$ cat src/rtl/tlic_pkg.sv
package tlic_pkg;

  // Source count and register field layout
  localparam int NUM_SRC = 14;
  localparam int MAIN_SRC = 7;
  localparam int GATE_BIT = 7;
  localparam int EXT_LAST_BIT = 7;
  localparam logic [7:0] EXT_WMASK = 8'hbf;

  // Values after reset, and the default hardware clear mask
  localparam logic [7:0] ENABLE_RST = 8'h00;
  localparam logic [7:0] LEVEL_RST = 8'h00;
  localparam logic [13:0] PEND_RST = 14'h0000;
  localparam logic [13:0] HW_CLEAR_DEF = 14'h000f;

  // Vector layout: base plus slot times eight
  localparam logic [15:0] VEC_BASE = 16'h0003;
  localparam int VEC_SHIFT = 3;
  localparam logic [3:0] SKIP_SLOT_IDX = 4'hd;

  // Timing in system clock cycles
  localparam int DETECT_CYCLES = 1;
  localparam int CALL_CYCLES = 4;
  localparam logic [1:0] CALL_CNT_LAST = 2'(CALL_CYCLES - 1);

  typedef enum {TLIC_RUN, TLIC_CALL} tlic_state_e;

  typedef struct packed {
    logic instr_done;
    logic return_from_service_done;
  } tlic_core_s;

  typedef struct packed {
    logic req;
    logic busy;
    logic hi;
    logic [15:0] vector;
  } tlic_call_s;

endpackage

$ cat src/rtl/tlic_arbiter.sv
`timescale 1ns/1ps
`default_nettype none

module tlic_arbiter #(
  parameter int N = 14,
  parameter int IW = 4
) (
  // Requests and their levels
  input wire logic [N-1:0] req,
  input wire logic [N-1:0] lvl,
  // Winner
  output logic win_valid,
  output logic win_hi,
  output logic [IW-1:0] win_idx
);

  logic [N-1:0] hi_req;
  logic [N-1:0] pool;

  genvar g;
  generate
    for (g = 0; g < N; g = g + 1) begin : g_split
      assign hi_req[g] = req[g] & lvl[g];
    end
  endgenerate

  // High level first, then lowest index wins
  assign win_hi = |hi_req;
  assign pool = win_hi ? hi_req : req;
  assign win_valid = |req;

  always_comb begin
    win_idx = '0;
    for (int i = N - 1; i >= 0; i--) begin
      if (pool[i]) begin
        win_idx = IW'(i);
      end
    end
  end

endmodule

`default_nettype wire

$ cat src/rtl/tlic_core.sv
`timescale 1ns/1ps
`default_nettype none

module tlic_core #(
  parameter logic [13:0] HW_CLEAR_MASK = tlic_pkg::HW_CLEAR_DEF
) (
  // Clock and reset
  input wire logic sys_clk,
  input wire logic rst_n,
  // Source events and software flag access
  input wire logic [13:0] src_event,
  input wire logic [13:0] sw_set_pend,
  input wire logic [13:0] sw_clr_pend,
  // Enable and level register writes
  input wire logic main_en_we,
  input wire logic [7:0] main_en_wdata,
  input wire logic ext_en_we,
  input wire logic [7:0] ext_en_wdata,
  input wire logic main_lvl_we,
  input wire logic [7:0] main_lvl_wdata,
  input wire logic ext_lvl_we,
  input wire logic [7:0] ext_lvl_wdata,
  // Core sequencer
  input wire tlic_pkg::tlic_core_s core,
  output tlic_pkg::tlic_call_s call,
  // Readback
  output logic [13:0] pend_flags,
  output logic [7:0] main_irq_enable_reg,
  output logic [7:0] extended_irq_enable_reg,
  output logic [7:0] main_irq_level_reg,
  output logic [7:0] extended_irq_level_reg,
  output logic active_lo,
  output logic active_hi
);

  localparam int N = tlic_pkg::NUM_SRC;

  tlic_pkg::tlic_state_e state_reg;
  tlic_pkg::tlic_state_e state_next;
  logic [1:0] cnt_reg;
  logic [13:0] pend_reg;
  logic [13:0] pend_next;
  logic [13:0] req_reg;
  logic [13:0] ind_en;
  logic [13:0] lvl_vec;
  logic [13:0] hw_clr;
  logic global_irq_gate;
  logic hold_reg;
  logic act_lo_reg;
  logic act_hi_reg;
  logic win_valid;
  logic win_hi;
  logic [3:0] win_idx;
  logic [3:0] slot;
  logic allowed;
  logic take;
  tlic_pkg::tlic_call_s call_reg;

  assign global_irq_gate = main_irq_enable_reg[tlic_pkg::GATE_BIT];

  // Map each source to its enable and level bit
  genvar g;
  generate
    for (g = 0; g < N; g = g + 1) begin : g_map
      localparam int B = (g < tlic_pkg::MAIN_SRC) ? g :
        ((g == N - 1) ? tlic_pkg::EXT_LAST_BIT : g - tlic_pkg::MAIN_SRC);
      if (g < tlic_pkg::MAIN_SRC) begin : g_main
        assign ind_en[g] = main_irq_enable_reg[B];
        assign lvl_vec[g] = main_irq_level_reg[B];
      end else begin : g_ext
        assign ind_en[g] = extended_irq_enable_reg[B];
        assign lvl_vec[g] = extended_irq_level_reg[B];
      end
    end
  endgenerate

  // Enable registers
  always_ff @(posedge sys_clk) begin
    if (!rst_n) begin
      main_irq_enable_reg <= tlic_pkg::ENABLE_RST;
      extended_irq_enable_reg <= tlic_pkg::ENABLE_RST;
    end else begin
      if (main_en_we) begin
        main_irq_enable_reg <= main_en_wdata;
      end
      if (ext_en_we) begin
        extended_irq_enable_reg <= ext_en_wdata & tlic_pkg::EXT_WMASK;
      end
    end
  end

  // Level registers
  always_ff @(posedge sys_clk) begin
    if (!rst_n) begin
      main_irq_level_reg <= tlic_pkg::LEVEL_RST;
      extended_irq_level_reg <= tlic_pkg::LEVEL_RST;
    end else begin
      if (main_lvl_we) begin
        main_irq_level_reg <= main_lvl_wdata & 8'h7f;
      end
      if (ext_lvl_we) begin
        extended_irq_level_reg <= ext_lvl_wdata & tlic_pkg::EXT_WMASK;
      end
    end
  end

  // Pending flags: a set in the same cycle as a clear wins
  assign hw_clr = take ? (HW_CLEAR_MASK & (14'h0001 << win_idx)) : 14'h0000;
  assign pend_next = (pend_reg & ~(sw_clr_pend | hw_clr))
    | src_event | sw_set_pend;

  always_ff @(posedge sys_clk) begin
    if (!rst_n) begin
      pend_reg <= tlic_pkg::PEND_RST;
    end else begin
      pend_reg <= pend_next;
    end
  end

  // Detection stage, sampled every cycle. Because it lags the enables by a
  // cycle, a request posted as software clears an enable can still be taken
  // by a single-cycle follower, while a multi-cycle one sees it withdrawn.
  always_ff @(posedge sys_clk) begin
    if (!rst_n) begin
      req_reg <= 14'h0000;
    end else begin
      req_reg <= pend_reg & ind_en & {N{global_irq_gate}};
    end
  end

  tlic_arbiter #(
    .N(N),
    .IW(4)
  ) u_arb (
    .req(req_reg),
    .lvl(lvl_vec),
    .win_valid(win_valid),
    .win_hi(win_hi),
    .win_idx(win_idx)
  );

  // Nesting: high may enter over low, nothing enters over high
  assign allowed = win_valid && (win_hi ? !act_hi_reg : !(act_lo_reg || act_hi_reg));

  // Only at a boundary that is not a return, so exactly one instruction
  // runs between a return and the next call
  assign take = (state_reg == tlic_pkg::TLIC_RUN) && core.instr_done
    && !core.return_from_service_done && allowed;

  // Marks the first boundary after a return; only the re-entry check reads it
  always_ff @(posedge sys_clk) begin
    if (!rst_n) begin
      hold_reg <= 1'b0;
    end else if (core.instr_done && state_reg == tlic_pkg::TLIC_RUN) begin
      hold_reg <= core.return_from_service_done;
    end
  end

  // Active service levels
  always_ff @(posedge sys_clk) begin
    if (!rst_n) begin
      act_lo_reg <= 1'b0;
      act_hi_reg <= 1'b0;
    end else if (take) begin
      if (win_hi) begin
        act_hi_reg <= 1'b1;
      end else begin
        act_lo_reg <= 1'b1;
      end
    end else if (core.instr_done && core.return_from_service_done && state_reg == tlic_pkg::TLIC_RUN) begin
      // Return closes the innermost level; flow resumes at the saved address
      if (act_hi_reg) begin
        act_hi_reg <= 1'b0;
      end else begin
        act_lo_reg <= 1'b0;
      end
    end
  end

  // Forced call sequencing
  always_comb begin
    state_next = state_reg;
    case (state_reg)
      tlic_pkg::TLIC_RUN: begin
        if (take) begin
          state_next = tlic_pkg::TLIC_CALL;
        end
      end
      tlic_pkg::TLIC_CALL: begin
        if (cnt_reg == tlic_pkg::CALL_CNT_LAST) begin
          state_next = tlic_pkg::TLIC_RUN;
        end
      end
      default: state_next = tlic_pkg::TLIC_RUN;
    endcase
  end

  always_ff @(posedge sys_clk) begin
    if (!rst_n) begin
      state_reg <= tlic_pkg::TLIC_RUN;
      cnt_reg <= 2'h0;
    end else begin
      state_reg <= state_next;
      cnt_reg <= (state_reg == tlic_pkg::TLIC_CALL) ? cnt_reg + 2'h1 : 2'h0;
    end
  end

  // The unused slot before the last source is skipped in the vector table
  assign slot = (win_idx == tlic_pkg::SKIP_SLOT_IDX) ? win_idx + 4'h1 : win_idx;

  always_ff @(posedge sys_clk) begin
    if (!rst_n) begin
      call_reg <= '0;
    end else begin
      call_reg.req <= take;
      call_reg.busy <= (state_next == tlic_pkg::TLIC_CALL);
      if (take) begin
        call_reg.hi <= win_hi;
        call_reg.vector <= tlic_pkg::VEC_BASE + (16'(slot) << tlic_pkg::VEC_SHIFT);
      end
    end
  end

  assign call = call_reg;
  assign pend_flags = pend_reg;
  assign active_lo = act_lo_reg;
  assign active_hi = act_hi_reg;
endmodule

`default_nettype wire

$ cat config.mk
export PLATFORM = sky130hd
export DESIGN_NAME = tlic_core
export DESIGN_NICKNAME = d
export VERILOG_FILES = /design/src/rtl/tlic_pkg.sv /design/src/rtl/tlic_arbiter.sv /design/src/rtl/tlic_core.sv
export SDC_FILE = /design/constraint.sdc
export NUM_CORES = 1
export LEC_CHECK = 0
export BUFFER_PORTS_ARGS = -buffer_cell sky130_fd_sc_hd__buf_2
export CELL_PAD_IN_SITES_DETAIL_PLACEMENT = 0
export CELL_PAD_IN_SITES_GLOBAL_PLACEMENT = 1
export CORE_ASPECT_RATIO = 2
export CORE_MARGIN = 8
export CORE_UTILIZATION = 30
export CTS_CLUSTER_SIZE = 16
export DETAILED_ROUTE_END_ITERATION = 10
export HOLD_SLACK_MARGIN = 0.02
export PLACE_DENSITY = 0.74
export SLEW_MARGIN = 5
export SYNTH_ARGS = -nofsm -noshare
export SYNTH_HDL_FRONTEND = slang
export SYNTH_SLANG_ARGS = --single-unit
$ cat constraint.sdc
create_clock -name sys_clk -period 3.2 [get_ports sys_clk]
set_input_delay 0.16 -clock sys_clk [delete_from_list [all_inputs] [get_ports sys_clk]]
set_output_delay 0.16 -clock sys_clk [all_outputs]
set_load 0.02 [all_outputs]
# Yosys cells after proc, flatten, opt, wreduce, memory -nomap -nowiden
# Cells that the tools add are included.
# classes
mux,28
n_eq_ne,8
addsub,3
n_reduce_logical,18
multipliers,0
n_lt_le_gt_ge,0
n_shift,1
bitwise,21
n_div,0
# ops
op,n
"32-bit by 2-bit equality test with 1-bit output, second input constant",2
32-bit logical NOT,2
32-bit 2-to-1 mux,2
4-bit 2-to-1 mux,16
32-bit one-hot mux with 2 select lines,1
14-bit AND,3
"32-bit by 1-bit equality test with 1-bit output, second input constant",1
14-bit OR,2
14-bit OR reduction,2
1-bit AND,14
14-bit 2-to-1 mux,1
14-bit inverter,1
14-bit by 4-bit OR with 14-bit output,1
"2-bit by 7-bit adder with 8-bit output, first input constant",1
1-bit 2-to-1 mux,8
1-bit logical AND,6
"4-bit by 1-bit adder with 4-bit output, second input constant",1
"4-bit equality test, second input constant",1
"2-bit by 1-bit != test with 1-bit output, second input constant",2
2-bit AND reduction,2
"1-bit by 4-bit << shifter with 4-bit output, first input constant",1
1-bit logical NOT,3
3-bit AND reduction,1
"2-bit by 1-bit adder with 2-bit output, second input constant",1
4 further kinds,4
# word_totals
mem_bits_ro,0
ram_bits,0
latchBits,0
ff_bits,112
output_inout_bits,67
n_memories,0

# Depth between registers and ports, before layout
# logic_depth
depth_word,24
ltp_mapped,14
ltp_nobuf,13

# Modules after synthesis
# A second synthesis with hierarchy kept.
# unflattened
cells_unflattened,369
area_unflattened_um2,4015.1
# modules_own_cells
mod,cells_each,instances,area_per_inst_um2,seq_area_each_um2
tlic_core,298,1,3478.3,2021.9
tlic_arbiter,71,1,536.8,0.0

# Least setup slack after synthesis
# No wires, ideal clock.
# synth_timing
path_kind,reg2reg
startpoint,register main_irq_level_reg[1]
endpoint,register call_reg (netlist bit call[3])
required_ns,3.080
n_path_buf,0
arrival_ns,2.499
stages_incl_launch_ff,14
setup_slack_ns,0.582
setup_time_ns,0.120
cell_sequence,dfxtp_1 -> a22oi_2 -> nand4_4 -> o31a_1 -> a211o_1 -> a31oi_1 -> o31a_2 -> a21bo_4 -> inv_2 -> ha_1 -> inv_1 -> nor3_2 -> and3_1 -> o31a_1
# synth_between
elab_chain_cells,20
elab_cells_between_ends,24
cone_classes,add/sub: 2; eq/ne: 1; mux: 17; bitwise: 1; reduce/logical: 3
# synth_rtl
item,line_no,text
"start, declared",tlic_core.sv:30,"output logic [7:0] main_irq_level_reg,"
"start signal, assigned",tlic_core.sv:95,main_irq_level_reg <= tlic_pkg::LEVEL_RST;
"start signal, assigned",tlic_core.sv:99,main_irq_level_reg <= main_lvl_wdata & 8'h7f;
1-bit AND *,tlic_arbiter.sv:23,assign hi_req[g] = req[g] & lvl[g];
14-bit OR reduction,tlic_arbiter.sv:28,assign win_hi = |hi_req;
14-bit 2-to-1 mux,tlic_arbiter.sv:29,assign pool = win_hi ? hi_req : req;
4-bit 2-to-1 mux (14 in a row),tlic_arbiter.sv:35,if (pool[i]) begin
4-bit by 1-bit adder with 4-bit output or 4-bit equality test (tied branches),tlic_core.sv:209,assign slot = (win_idx == tlic_pkg::SKIP_SLOT_IDX) ? win_idx + 4'h1 : win_idx;
4-bit 2-to-1 mux,tlic_core.sv:209,
2-bit by 7-bit adder with 8-bit output,tlic_core.sv:219,call_reg.vector <= tlic_pkg::VEC_BASE + (16'(slot) << tlic_pkg::VEC_SHIFT);
"end, declared",tlic_core.sv:57,tlic_pkg::tlic_call_s call_reg;
# Mark *: on every way between the ends. The rest lies on a longest branch, timed or not.
# A chain may end at the register's enable or synchronous reset.

# Worst setup path in the final report
# layout_timing
startpoint,register req_reg[5]
endpoint,register call_reg (netlist bit call[3])
# layout_between
elab_chain_cells,20
elab_cells_between_ends,25
cone_classes,add/sub: 2; eq/ne: 1; mux: 17; bitwise: 1; reduce/logical: 4
# layout_rtl
item,line_no,text
"start, declared",tlic_core.sv:43,logic [13:0] req_reg;
"start signal, assigned",tlic_core.sv:127,req_reg <= pend_reg & ind_en & {N{global_irq_gate}};
1-bit AND,tlic_arbiter.sv:23,
14-bit OR reduction,tlic_arbiter.sv:28,
14-bit 2-to-1 mux,tlic_arbiter.sv:29,
4-bit 2-to-1 mux (14 in a row),tlic_arbiter.sv:35,
4-bit by 1-bit adder with 4-bit output or 4-bit equality test (tied branches),tlic_core.sv:209,
4-bit 2-to-1 mux,tlic_core.sv:209,
2-bit by 7-bit adder with 8-bit output,tlic_core.sv:219,
# Several ways; a longest one is shown, not always the timed one.

==> metrics.txt <==
Detailed Place HPWL=8244 um; Gate Count Post-Synth=387; DRC viols=0; Pre-antenna DRT Iters=4; Net Sw Frac=25.57%; antenna violations before repair=0; cell-internal power=1.963 mW; share of cells above drive strength 1=30.91%; Critical Path AT=3120 ps; largest net degree at the start of global routing=29; Routed WL=10220 um; CTS tree=yes; worst hold path type=input pin to register; setup TNS=0 ps; final hold violation count=0; Required @ worst endpoint=3440 ps; yosys warns=0; Syn Area/Cell=10.10 um^2; Final Cycle Share=90.14%; Synth-to-Final Area Change=31.92%; sequential share of power=51.2%; Sw Pwr=0.6744 mW; worst relative slew slack=64.31%; total CTS buffers=9; Peak VDD IR=0.0003023 V; final setup vio count=0; Power Total=2.637 mW; clock root buffer=clkbuf_16; CTS Buffer Depth=2; Die Width=96.70 um; Max Slew Vio Count=0; Cell variety after synth=43; final instance area=5155 um^2; clock skew=7.096 ps; commonest non-fill, non-tap cell in the layout=buf_2; Post-synth EDFFs=0; total grt overflow=0; share of the yosys chip area belonging to registers=51.75%; Cell Area, Synth=3907 um^2; Top Ports=149; post-route antenna net violation count=0; Comb pwr share=9.5%; end-of-flow core utilization=40.13%; # nets final=643; commonest cells after routing, fill and taps aside=132 x buf_2, 101 x dfxtp_1, 44 x conb_1, 41 x nor2b_1, 34 x nand2_1; highest clock rate=346.7 MHz; die area=17150 um^2; Die H=177.4 um; Global Route Usage Sum=11.82%; Clock H-tree levels=3; Initial Util=30.42%; n_diodes=0; main flop type after synthesis=dfxtp_1; post-layout min period=2885 ps; Worst setup SP type=register; WL/cell=14.29 um; max-cap violation count=0; clock slew at reported path FFs=70 ps; CP Max Fanout=6; Worst-Margin Slew=530.5 ps; number of flip-flops in the largest register=32; worst skew pair latency=340 ps; Vias=3245; clock group share of total power=39.3%; Critical Path End Type=register; number of global-route vias before repair=3409; Initial DRC Count=163; async set-reset flop share out of synthesis=0%; core area=12840 um^2; first-pass GRT wire length=16660 um; Reg2Reg Depth=13; hold slack final=32.93 ps; # rows=59; Clock Sinks=101; unrepaired setup endpoints after global routing=no; RePlAce Congestion=0.8616; DR vias/cell=4.538; Setup CP Type=register to register; hold path cells=2; pwr dens=511.6 nW/um^2; Yosys reg bits=101; dpl cell area=4841 um^2; leak pwr=2.425 nW; outcome=complete, no violations; port bufs=132
==> Yosys cell counts, drive strengths merged, types with 3 or more instances <==
cell | instances | area [um^2]
a211o | 3 | 26.28
a211oi | 3 | 27.52
a22oi | 7 | 87.58
a31oi | 3 | 18.77
a41oi | 4 | 35.03
and2 | 5 | 31.28
and3 | 15 | 93.84
buf | 18 | 127.6
clkbuf | 11 | 41.29
dfxtp | 101 | 2022
inv | 9 | 33.78
mux2i | 30 | 300.3
nand2 | 34 | 127.6
nand3 | 3 | 15.01
nand4 | 15 | 108.9
nor2 | 14 | 52.55
nor2b | 41 | 256.5
nor3 | 3 | 20.02
nor3b | 3 | 27.52
nor4 | 14 | 87.58
o21ai | 19 | 95.09
o31a | 14 | 123.9
==> power groups by stage <==
stage	registers [mW]	logic, mW	clock network, mW
floorplan	1.41	0.116	0
global placement	1.38	0.249	0
detailed placement	1.38	0.250	0
CTS	1.35	0.254	1.07
global route	1.36	0.278	1.12
finish	1.35	0.251	1.04
==> final cells by class <==
type	count	area, um^2
Fill cell	1316	7690
Sequential cell	101	2022
Multi-Input combinational cell	291	1844
Timing Repair Buffer	147	780.7
Clock buffer	9	225.2
Tap cell	152	190.2
Clock inverter	6	58.81
Inverter	9	33.78
==> per-stage QoR <==
stage,setup WS [ps],cells
after floorplan,581.6,430
after global routing,99.87,715
after detailed placement,249.9,697
after global placement,221.1,697
final,315.4,715
after CTS,232.2,715
==> routing by layer <==
| metal | vias to the layer above | track usage, % | wire length (um) |
|---|---|---|---|
| met1 | 1423 | 14.34 | 4583 |
| met5 | - | 0 | 0 |
| met3 | 15 | 5.263 | 991 |
| met2 | 141 | 17.64 | 4446 |
| li1 | 1666 | - | - |
| met4 | 0 | 5.036 | 198 |
==> what timing repair did <==
action,CTS,global route
gates resized for setup,0,2
setup buffers,0,0
hold buffers,3,0
endpoints found under the hold margin,3,0
endpoints found under the setup margin,0,1
==> logic make-up (layout without fill, tap and decap cells) <==
kind of cell               Yosys count  after routing  share of synthesized area (%)
other                                1             44                        0.09597
DFF                                101            101                          51.75
adders and majority gates            2              2                         0.6403
AOI/OAI and AO/OA                   65             65                          13.10
buffers and inverters               38            171                          5.187
muxes                               30             30                          7.685
and+or+nand+nor                    150            150                          21.55
==> worst max-delay path, cell delays in order (launching register included) <==
cell     delay (ps)
dfxtp_1         350
a22oi_2         320
nand2_1         210
o31a_1          380
a211o_1         280
a31oi_1         160
o31a_2          190
a21bo_4         140
inv_2            50
ha_1            160
inv_1            60
nor3_2           50
and3_1          160
o31a_1          280
==> path summary, 6_finish.rpt <==
path / startpoint / endpoint / slack, ps
min: sw_set_pend[8] / pend_flags[8] / 30
min reg2reg: cnt_reg[0] / cnt_reg[0] / 430
max reg2reg: req_reg[5] / call[3] / 320
max: req_reg[5] / call[3] / 320
Note: power is estimated with default switching activity, not from simulation.
